**config.mk**
```make
export PLATFORM = sky130hd
export DESIGN_NAME = asri_core
export DESIGN_NICKNAME = d
export VERILOG_FILES = /design/src/hdl/asri_sync.v /design/src/hdl/asri_alert.v /design/src/hdl/asri_core.v
export VERILOG_INCLUDE_DIRS = /design/src /design/src/hdl
export SDC_FILE = /design/constraint.sdc
export NUM_CORES = 1
export LEC_CHECK = 0
export BUFFER_PORTS_ARGS = -buffer_cell sky130_fd_sc_hd__buf_2
export CORE_UTILIZATION = 55
export CTS_CLUSTER_SIZE = 14
export DETAILED_ROUTE_END_ITERATION = 8
export HOLD_SLACK_MARGIN = 0.02
export PLACE_DENSITY = 0.81
export SETUP_SLACK_MARGIN = 0.4
export SLEW_MARGIN = 30
export SYNTH_ARGS = -nofsm -noshare
export SYNTH_HDL_FRONTEND = slang
export SYNTH_SLANG_ARGS = --single-unit
```
**constraint.sdc**
```tcl
create_clock -name clock_in -period 3.2 [get_ports clock_in]
set_input_delay 0.96 -clock clock_in [delete_from_list [all_inputs] [get_ports clock_in]]
set_output_delay 0.96 -clock clock_in [all_outputs]
set_load 0.02 [all_outputs]
```
**src/hdl/asri_map.vh**
```
// register map, field positions and timing constants of the serial register interface
`ifndef ASRI_MAP_VH
`define ASRI_MAP_VH
`define ASRI_ADDR_PART_IDENT    7'h00
`define ASRI_ADDR_REVISION      7'h01
`define ASRI_ADDR_X_LOW         7'h02
`define ASRI_ADDR_X_HIGH        7'h03
`define ASRI_ADDR_Y_LOW         7'h04
`define ASRI_ADDR_Y_HIGH        7'h05
`define ASRI_ADDR_Z_LOW         7'h06
`define ASRI_ADDR_Z_HIGH        7'h07
`define ASRI_ADDR_TEMPERATURE   7'h08
`define ASRI_ADDR_CONDITION     7'h09
`define ASRI_ADDR_COMMAND       7'h0a
`define ASRI_ADDR_SETUP         7'h15
`define ASRI_ADDR_SCRATCH_ONE   7'h12
`define ASRI_ADDR_SCRATCH_TWO   7'h13
`define ASRI_ADDR_LAST          7'h15
// command_bits fields
`define ASRI_CMD_INT_CLEAR      6
`define ASRI_CMD_PATH_CHECK     3
`define ASRI_CMD_MEMS_CHECK     2
`define ASRI_CMD_REINIT         1
`define ASRI_CMD_SLEEP          0
// condition_flags fields
`define ASRI_ST_SELF_PASS       7
`define ASRI_ST_ALERT           4
`define ASRI_ST_LOW_HELD        3
`define ASRI_ST_HIGH_HELD       2
`define ASRI_ST_LOW_LIVE        1
`define ASRI_ST_HIGH_LIVE       0
// setup register (0x15) fields
`define ASRI_SET_FOUR_WIRE      7
`define ASRI_SET_HOLD_DIS       6
// reset values (nonvolatile defaults)
`define ASRI_RST_SETUP          8'h00
`define ASRI_RST_COMMAND        8'h00
`define ASRI_PART_CODE          3'h5 // arbitrary value
`define ASRI_REV_CODE           8'h11 // arbitrary value
// timing
`define ASRI_CLK_MHZ            100
`define ASRI_MS_US              1000
`define ASRI_MS_CYCLES          (`ASRI_MS_US * `ASRI_CLK_MHZ)
`define ASRI_SELF_CHECK_CYCLES  16'h0100
// one millisecond of settling after wake-up
`define ASRI_WAKE_CYCLES        17'h186a0
`endif

```
**src/hdl/asri_sync.v**
```verilog
// two-flop synchroniser for the serial pins
module asri_sync (
	// clock and reset
	input  wire clock_in,
	input  wire rst_in,
	// asynchronous level and its synchronised copy
	input  wire async_in,
	output reg  sync_out
);
	reg meta_r;

	// first flop feeds only the second one
	always @(posedge clock_in) begin
		if (rst_in) begin
			meta_r   <= 1'b1;
			sync_out <= 1'b1;
		end else begin
			meta_r   <= async_in;
			sync_out <= meta_r;
		end
	end
endmodule

```
**src/hdl/asri_alert.v**
```verilog
// alert-phase duration countdown
`include "asri_map.vh"
module asri_alert (
	// clock and reset
	input  wire       clock_in,
	input  wire       rst_in,
	// image durations and events
	input  wire [7:0] low_g_image_in,
	input  wire [7:0] high_g_image_in,
	input  wire       alert_mode_in,
	input  wire       any_motion_in,
	input  wire       threshold_int_in,
	// state
	output reg        alert_out,
	output reg  [7:0] low_g_duration_out,
	output reg  [7:0] high_g_duration_out
);
	reg [16:0] ms_cnt_r;
	wire       ms_tick;

	assign ms_tick = (ms_cnt_r == `ASRI_MS_CYCLES - 1);

	// free millisecond prescaler
	always @(posedge clock_in) begin
		if (rst_in || ms_tick) begin
			ms_cnt_r <= 17'h00000;
		end else begin
			ms_cnt_r <= ms_cnt_r + 17'h00001;
		end
	end

	always @(posedge clock_in) begin
		if (rst_in) begin
			alert_out           <= 1'b0;
			low_g_duration_out  <= 8'h00;
			high_g_duration_out <= 8'h00;
		end else if (alert_out) begin
			if (threshold_int_in || (low_g_duration_out == 8'h00 &&
			    high_g_duration_out == 8'h00)) begin
				alert_out           <= 1'b0;
				low_g_duration_out  <= low_g_image_in;
				high_g_duration_out <= high_g_image_in;
			end else if (ms_tick) begin
				if (low_g_duration_out != 8'h00)
					low_g_duration_out <= low_g_duration_out - 8'h01;
				if (high_g_duration_out != 8'h00)
					high_g_duration_out <= high_g_duration_out - 8'h01;
			end
		end else begin
			low_g_duration_out  <= low_g_image_in;
			high_g_duration_out <= high_g_image_in;
			if (alert_mode_in && any_motion_in)
				alert_out <= 1'b1;
		end
	end
endmodule

```
**src/hdl/asri_core.v**
```verilog
// serial register interface of a three-axis accelerometer
// How it works
// - path-check bit forces zero acceleration into the converter path.
// - reinitialise bit reloads all registers like power-on, never into sleep.
// - reinitialise may change the four-wire select; host rewrites it.
// - sleep bit stops updates but keeps control and image registers.
// - after wake, data settles in 1 ms before samples update.
// - MEMS self-check runs, clears its bit, loads pass flag with the check result.
// - alert mode plus any-motion sets alert; durations count down per ms.
// - alert ends on threshold interrupt or zero durations; durations reload.
// - held flags stay until cleared; live flags follow the criteria.
// - temperature is 8 bits, 0.5 degC per count, zero is -30 degC.
// - axis is 10-bit two's complement split over low and high byte.
// - high byte frozen after low byte read unless hold disable set.
// - new-data flag sets on update, clears on reading either byte.
// - part code in bits 2-0 of 0x00, revision nibbles in 0x01.
// - transfer: direction bit, seven address bits, data bytes, msb first.
// - reads auto-increment while chip select stays low.
// - only 0x00-0x15 reachable; otherwise the data output is released.
// - four-wire samples on rising edge and drives on falling edge.
// - three-wire is default; four-wire selected by setup bit.
// - writing interrupt-clear drops the interrupt and latched state.
// - three-wire read has one turnaround clock before data.
`include "asri_map.vh"
module asri_core (
	// clock and reset
	input  wire       clock_in,
	input  wire       rst_in,
	// serial pins
	input  wire       sck_in,
	input  wire       csb_n_in,
	input  wire       sdi_in,
	output reg        sdi_out,
	output reg        sdi_oe_out,
	output reg        sdo_out,
	output reg        sdo_oe_out,
	// sensing path
	input  wire [9:0] acc_x_in,
	input  wire [9:0] acc_y_in,
	input  wire [9:0] acc_z_in,
	input  wire       acc_valid_in,
	input  wire [7:0] temp_in,
	input  wire       low_g_in,
	input  wire       high_g_in,
	input  wire       any_motion_in,
	input  wire       self_check_ok_in,
	input  wire [7:0] low_g_image_in,
	input  wire [7:0] high_g_image_in,
	input  wire       alert_mode_in,
	// control outputs
	output wire       zero_acc_out,
	output wire       mems_force_out,
	output wire       sleep_out,
	output reg        int_out,
	output wire       alert_out,
	output wire [7:0] low_g_duration_out,
	output wire [7:0] high_g_duration_out
);
	localparam ST_CMD  = 2'h0;
	localparam ST_TURN = 2'h1;
	localparam ST_DATA = 2'h2;
	localparam ST_SKIP = 2'h3;

	wire sck_s;
	wire csb_s;
	wire sdi_s;
	reg  sck_d_r;
	reg  [1:0] state_r;
	reg  [2:0] bit_r;
	reg  [7:0] shift_r;
	reg  [7:0] tx_r;
	reg  [6:0] addr_r;
	reg  read_r;
	reg  [7:0] setup_r;
	reg  [7:0] cmd_r;
	reg  [7:0] scratch1_r;
	reg  [7:0] scratch2_r;
	reg  [9:0] ax_r [0:2];
	reg  [7:0] hi_r [0:2];
	reg  [2:0] hold_r;
	reg  [2:0] new_r;
	reg  [7:0] temp_r;
	reg  pass_r;
	reg  low_held_r;
	reg  high_held_r;
	reg  [15:0] st_cnt_r;
	reg  [7:0] rd_data;
	reg  reinit_r;
	reg  rise_d_r;
	reg  [16:0] wake_cnt_r;
	integer i;

	wire rise      = sck_s & ~sck_d_r;
	wire fall      = ~sck_s & sck_d_r;
	wire active    = ~csb_s;
	wire four_wire = setup_r[`ASRI_SET_FOUR_WIRE];
	// four-wire drives on falling edge; three-wire on rising
	// three-wire waits one clock so address and bit count have settled
	wire drive_edge = four_wire ? fall : rise_d_r;

	function in_range;
		input [6:0] a;
		begin
			in_range = (a <= `ASRI_ADDR_LAST);
		end
	endfunction

	// axis index of a data address, 3 when not an axis byte
	function [1:0] axis_of;
		input [6:0] a;
		begin
			if (a >= `ASRI_ADDR_X_LOW && a <= `ASRI_ADDR_Z_HIGH)
				axis_of = a[2:1] - 2'h1;
			else
				axis_of = 2'h3;
		end
	endfunction

	asri_sync u_sck (.clock_in(clock_in), .rst_in(rst_in), .async_in(sck_in),
		.sync_out(sck_s));
	asri_sync u_csb (.clock_in(clock_in), .rst_in(rst_in), .async_in(csb_n_in),
		.sync_out(csb_s));
	asri_sync u_sdi (.clock_in(clock_in), .rst_in(rst_in), .async_in(sdi_in),
		.sync_out(sdi_s));

	asri_alert u_alert (
		.clock_in            (clock_in),
		.rst_in              (rst_in | reinit_r),
		.low_g_image_in      (low_g_image_in),
		.high_g_image_in     (high_g_image_in),
		.alert_mode_in       (alert_mode_in),
		.any_motion_in       (any_motion_in),
		.threshold_int_in    (low_g_in | high_g_in),
		.alert_out           (alert_out),
		.low_g_duration_out  (low_g_duration_out),
		.high_g_duration_out (high_g_duration_out)
	);

	assign zero_acc_out   = cmd_r[`ASRI_CMD_PATH_CHECK];
	assign mems_force_out = cmd_r[`ASRI_CMD_MEMS_CHECK];
	assign sleep_out      = cmd_r[`ASRI_CMD_SLEEP];

	// read multiplexer
	always @* begin
		rd_data = 8'h00;
		case (addr_r)
			`ASRI_ADDR_PART_IDENT:  rd_data = {5'h00, `ASRI_PART_CODE};
			`ASRI_ADDR_REVISION:    rd_data = `ASRI_REV_CODE;
			// low bits in 7-6, new-data flag in bit 0
			`ASRI_ADDR_X_LOW:       rd_data = {ax_r[0][1:0], 5'h00, new_r[0]};
			`ASRI_ADDR_Y_LOW:       rd_data = {ax_r[1][1:0], 5'h00, new_r[1]};
			`ASRI_ADDR_Z_LOW:       rd_data = {ax_r[2][1:0], 5'h00, new_r[2]};
			`ASRI_ADDR_X_HIGH:      rd_data = hi_r[0];
			`ASRI_ADDR_Y_HIGH:      rd_data = hi_r[1];
			`ASRI_ADDR_Z_HIGH:      rd_data = hi_r[2];
			// raw code, 0.5 degC steps from -30 degC
			`ASRI_ADDR_TEMPERATURE: rd_data = temp_r;
			`ASRI_ADDR_CONDITION:   rd_data = {pass_r, 2'h0, alert_out, low_held_r,
				high_held_r, low_g_in, high_g_in};
			`ASRI_ADDR_COMMAND:     rd_data = cmd_r;
			`ASRI_ADDR_SCRATCH_ONE: rd_data = scratch1_r;
			`ASRI_ADDR_SCRATCH_TWO: rd_data = scratch2_r;
			`ASRI_ADDR_SETUP:       rd_data = setup_r;
			default:                rd_data = 8'h00;
		endcase
	end

	// serial engine and register file
	always @(posedge clock_in) begin
		sck_d_r <= sck_s;
		// reinitialise acts as a reset of the block
		if (rst_in || reinit_r) begin
			state_r    <= ST_CMD;
			bit_r      <= 3'h0;
			shift_r    <= 8'h00;
			tx_r       <= 8'h00;
			addr_r     <= 7'h00;
			read_r     <= 1'b0;
			// setup reloads, possibly losing four-wire mode
			setup_r    <= `ASRI_RST_SETUP;
			// comes up awake, sleep bit cleared
			cmd_r      <= `ASRI_RST_COMMAND;
			scratch1_r <= 8'h00;
			scratch2_r <= 8'h00;
			hold_r     <= 3'h0;
			new_r      <= 3'h0;
			temp_r     <= 8'h00;
			pass_r     <= 1'b0;
			low_held_r <= 1'b0;
			high_held_r <= 1'b0;
			st_cnt_r   <= 16'h0000;
			int_out    <= 1'b0;
			sdi_out    <= 1'b0;
			sdi_oe_out <= 1'b0;
			sdo_out    <= 1'b0;
			sdo_oe_out <= 1'b0;
			reinit_r   <= 1'b0;
			sck_d_r    <= 1'b1;
			rise_d_r   <= 1'b0;
			wake_cnt_r <= 17'h00000;
			for (i = 0; i < 3; i = i + 1) begin
				ax_r[i] <= 10'h000;
				hi_r[i] <= 8'h00;
			end
		end else begin
			// held flags set on criteria, live ones are direct
			if (low_g_in)
				low_held_r <= 1'b1;
			if (high_g_in)
				high_held_r <= 1'b1;
			if (low_g_in | high_g_in)
				int_out <= 1'b1;
			rise_d_r <= rise;
			// samples settle for 1 ms after wake-up
			if (cmd_r[`ASRI_CMD_SLEEP])
				wake_cnt_r <= `ASRI_WAKE_CYCLES;
			else if (wake_cnt_r != 17'h00000)
				wake_cnt_r <= wake_cnt_r - 17'h00001;
			if (acc_valid_in && !cmd_r[`ASRI_CMD_SLEEP] && wake_cnt_r == 17'h00000) begin
				temp_r <= temp_in;
				for (i = 0; i < 3; i = i + 1) begin
					ax_r[i] <= acc_x_in;
					// hold high byte until it is read
					if (!hold_r[i] || setup_r[`ASRI_SET_HOLD_DIS])
						hi_r[i] <= (i == 0) ? acc_x_in[9:2] :
							(i == 1) ? acc_y_in[9:2] : acc_z_in[9:2];
				end
				ax_r[1] <= acc_y_in;
				ax_r[2] <= acc_z_in;
				new_r  <= 3'h7;
			end
			// self-check runs for a fixed time then clears its bit
			if (cmd_r[`ASRI_CMD_MEMS_CHECK]) begin
				st_cnt_r <= st_cnt_r + 16'h0001;
				if (st_cnt_r == `ASRI_SELF_CHECK_CYCLES) begin
					cmd_r[`ASRI_CMD_MEMS_CHECK] <= 1'b0;
					pass_r   <= self_check_ok_in;
					st_cnt_r <= 16'h0000;
				end
			end
			if (!active) begin
				state_r    <= ST_CMD;
				bit_r      <= 3'h0;
				sdi_oe_out <= 1'b0;
				sdo_oe_out <= 1'b0;
			end else if (rise) begin
				shift_r <= {shift_r[6:0], sdi_s};
				bit_r   <= bit_r + 3'h1;
				case (state_r)
					// direction bit then seven address bits
					ST_CMD: if (bit_r == 3'h7) begin
						read_r  <= shift_r[6];
						addr_r  <= {shift_r[5:0], sdi_s};
						// three-wire read gets a turnaround clock
						state_r <= (shift_r[6] && !four_wire) ? ST_TURN :
							(in_range({shift_r[5:0], sdi_s}) ? ST_DATA : ST_SKIP);
						tx_r    <= 8'h00;
					end
					ST_TURN: begin
						bit_r   <= 3'h0;
						state_r <= in_range(addr_r) ? ST_DATA : ST_SKIP;
					end
					ST_DATA, ST_SKIP: if (bit_r == 3'h7) begin
						// write lands after the full byte
						if (!read_r && state_r == ST_DATA) begin
							case (addr_r)
								`ASRI_ADDR_COMMAND: begin
									cmd_r <= {shift_r[6:0], sdi_s} &
										8'h0f & ~8'h02;
									reinit_r <= shift_r[0];
									if (shift_r[5]) begin
										int_out     <= low_g_in | high_g_in;
										low_held_r  <= low_g_in;
										high_held_r <= high_g_in;
									end
								end
								`ASRI_ADDR_SETUP:       setup_r <= {shift_r[6:0], sdi_s};
								`ASRI_ADDR_SCRATCH_ONE: scratch1_r <= {shift_r[6:0], sdi_s};
								`ASRI_ADDR_SCRATCH_TWO: scratch2_r <= {shift_r[6:0], sdi_s};
								default: ;
							endcase
						end
						if (read_r && axis_of(addr_r) != 2'h3) begin
							// reading either byte clears the flag; set wins
							if (!acc_valid_in)
								new_r[axis_of(addr_r)] <= 1'b0;
							hold_r[axis_of(addr_r)] <= ~addr_r[0];
						end
						// next address while chip select low
						addr_r  <= addr_r + 7'h01;
						state_r <= in_range(addr_r + 7'h01) ? ST_DATA : ST_SKIP;
					end
					default: state_r <= ST_CMD;
				endcase
			end
			// output shifting on the driving edge
			if (active && drive_edge && read_r &&
			    (state_r == ST_DATA || state_r == ST_SKIP) &&
			    !(rise && state_r == ST_CMD)) begin
				if (bit_r == 3'h0)
					tx_r <= {rd_data[6:0], 1'b0};
				else
					tx_r <= {tx_r[6:0], 1'b0};
				// release the line outside the window
				sdo_out    <= (bit_r == 3'h0) ? rd_data[7] : tx_r[7];
				sdi_out    <= (bit_r == 3'h0) ? rd_data[7] : tx_r[7];
				sdo_oe_out <= four_wire & (state_r == ST_DATA);
				sdi_oe_out <= ~four_wire & (state_r == ST_DATA);
			end
		end
	end
endmodule

```
==> metrics.md <==
| Metric | Value |
|---|---|
| Met3 Use GR | 0.0649 |
| Final-report setup violation count | 0 |
| Post-route cell area | 9840 sq um |
| Worst-skew pair later-pin latency | 440 ps |
| Asr flop ratio synth | 0 |
| Setup ws final | 524 ps |
| WP data arrival | 2980 ps |
| Iter 0 DRT Violations | 674 |
| Pwr Total | 5.68 mW |
| Vias in the first global route | 7218 |
| Slew @ Worst Pin | 880 ps |
| Final Max Slew Viols | 0 |
| Post-Syn Nets | 1053 |
| Met1 usage | 0.326 |
| GRT Overall Usage | 0.273 |
| Routed vias | 7557 |
| Final Non-Filler Cells | 1260 |
| Top Usage Layer GRT | met2 |
| Flops & latches, synth | 181 |
| Worst reg-to-reg path cell count | 6 |
| Fraction of layout cells with a size suffix above 1 | 0.145 |
| Final Net Count | 1120 |
| Die H | 127 um |
| Worst hold margin | 410 ps |
| Starting density of the core | 0.567 |
| WHS Path Cells | 1 |
| Post-Route WL | 21400 um |
| I/O Buffers | 89 |
| Worst Hold Class | flip-flop to flip-flop |
| Worst clock skew | 11.5 ps |
| DRC | 0 |
| Hold-fix buffers at CTS | 0 |
| Worst vdd ir | 0.399 mV |
| Ant. Diodes | 0 |
| Fin crit period | 2680 ps |
| Die Footprint | 16200 sq um |
| Synth cell types | 63 |
| Worst slack at placement | 296 ps |
| Sequential share of the synthesized area | 0.453 |
| Mean cell area of the mapped netlist | 8.93 sq um |
| Post-Place Cells | 1228 |
| Pin count of the biggest net entering global routing | 65 |
| Util after Layout | 0.645 |
| Worst hold endpoint | u_sck.sync_out |
| Yosys warnings | 0 |
| DPL Wire Length | 14600 um |
| Cell area after synthesis | 8660 sq um |
| Sink Count | 181 |
| Leak | 3.61 nW |
| Crit path required time | 3500 ps |
| Post-synth top flop | dfxtp_1 |
| Number of max-cap violations | 0 |
| PD cells | 577 nW/um^2 |
| CP Capture Type | flip-flop |
| Routed WL per cell | 17.0 um |
| Worst-path fanout max | 22 |
| M2 GR Usage | 0.456 |
| Reg2Reg Setup Slack | 520 ps |
| R2R Path End | state_r[0] |
| Setup TNS Final | 0 ps |
| DR vias/cell | 6.00 |
| Std-Cell Rows | 45 |
| Worst R2R Start | addr_r[0] |
| RSZ-0062 raised after global routing | false |
| DRT Pass-1 Iters | 8 |
| Growth of design area from synthesis to finish | 13.7% |
| Post-CTS setup buffers | 0 |
| Mapped Cells | 969 |
| Clk pin slew, worst setup/hold paths | 70 ps |
| Final hold vios | 0 |
| Die Wd | 127 um |
| Clock tree buffer depth | 2 |
| Final GP Congestion | 0.948 |
| Relative slew slack | 0.413 |
| Initial antenna violation count | 0 |
| Post-synth EDFFs | 30 |
| Clk root buf | clkbuf_16 |
| CORE AREA | 15300 sq um |
| Run status | finished, final reports clean |
| First-pass GRT wire length | 34900 um |
| # IOs | 90 |
| CP Launch Type | flip-flop |
| Antenna Nets Post-Route | 0 |
| Hold_sp | u_sck.meta_r |
| FMAX | 374 MHz |
| CTS buffer count | 17 |
| Final period util | 0.836 |
| # resized after CTS | 0 |
| CTS tree | built |
| Post-DP Area | 9270 sq um |
| Critical path class | flip-flop to flip-flop |
| H-Tree Depth | 4 |
| GRT overflow | 0 |
==> where the power goes <==
group / switching, mW / internal (mW)
Sequential: 0.165 / 2.52
Clock: 0.887 / 1.17
Combinational: 0.546 / 0.389
==> worst max-delay path by stage <==
stage | cells after the start | endpoint | start | slack (ps)
6_report | 6 | state_r[0] | addr_r[0] | 520
3_5_place_dp | 5 | hi_r[0][10] | rst_in | 300
4_1_cts | 5 | scratch1_r[2] | addr_r[4] | 610
5_1_grt | 6 | state_r[0] | addr_r[0] | 420
3_3_place_gp | 5 | hi_r[0][11] | rst_in | 340
2_1_floorplan | 4 | hi_r[0][16] | rst_in | 310
==> cell families (layout without fill, tap and decap cells) <==
group	count (synthesis)	in the layout	synth area share
DFF	181	181	0.453
adders and majority gates	19	19	0.0275
muxes	20	20	0.0231
xor gates and xnor gates	56	56	0.0567
buffers and inverters	82	162	0.0376
AOI/OAI and AO/OA	231	231	0.172
and+or+nand+nor	380	380	0.230
==> sequential cells by signal (all words and copies together), names as in the netlist, 8 cells and up <==
register                     flops
hi_r                            24
scratch1_r                       8
scratch2_r                       8
setup_r                          8
st_cnt_r                        16
temp_r                           8
u_alert.high_g_duration_out      8
u_alert.low_g_duration_out       8
u_alert.ms_cnt_r                17
wake_cnt_r                      17
==> cells in the mapped netlist (all sizes together), types with 19 or more instances <==
master,count,area [sq um]
mux2i,20,200
ha,19,238
o21ai,45,225
nand2,58,218
xor2,30,263
a21oi,87,435
clkbuf,50,188
nor2,101,379
inv,23,86.3
dfxtp,151,3020
edfxtp,30,901
and2,35,219
xnor2,26,228
nor3,25,125
nand3,52,265
==> layout make-up <==
class	count	area, sq um
Clock buffer	20	447
Clock inverter	12	128
Fill cell	1268	5420
Inverter	23	86.3
Multi-Input combinational cell	706	4410
Sequential cell	181	3920
Tap cell	211	264
Timing Repair Buffer	107	581
==> worst max-delay path: stages (launching register included) <==
cell,delay (ps)
dfxtp_1,550
ha_1,810
and3_1,300
nand3_1,150
xnor2_1,180
a2111oi_0,390
a2111oi_0,160
==> per-layer routing <==
layer / vias up / share of wire
met5: - / 0
met3: 64 / 0.074
met4: 0 / 0.033
met1: 3550 / 0.42
met2: 300 / 0.47
li1: 3643 / -
==> placed cells by master (no fill, tap or decap), types with 5 or more instances in the layout <==
master     Yosys  final
dfxtp_1      151    151
nor2_1       101    100
buf_2          5     89
a21oi_1       87     87
nand2_1       58     58
nand3_1       51     51
o21ai_0       45     45
and2_1        33     33
xor2_1        30     30
edfxtp_1      30     30
xnor2_1       26     26
nor3_1        25     24
inv_1         23     23
mux2i_1       20     20
ha_1          19     19
buf_4          3     18
nand4_1       17     17
clkbuf_16      0     17
nor2b_1       14     14
and3_1        12     12
a22o_1        12     12
a22oi_1       12     12
nand2b_1      10     10
a211oi_1      10     10
or3_1          9      9
a32oi_1        9      9
or2_2          8      8
nor4_1         8      8
o211ai_1       7      7
and4_1         6      6
a2111oi_0      6      6
nand3b_1       6      6
o22ai_1        6      6
o221ai_1       5      5
(Power assumes the default switching activity.)
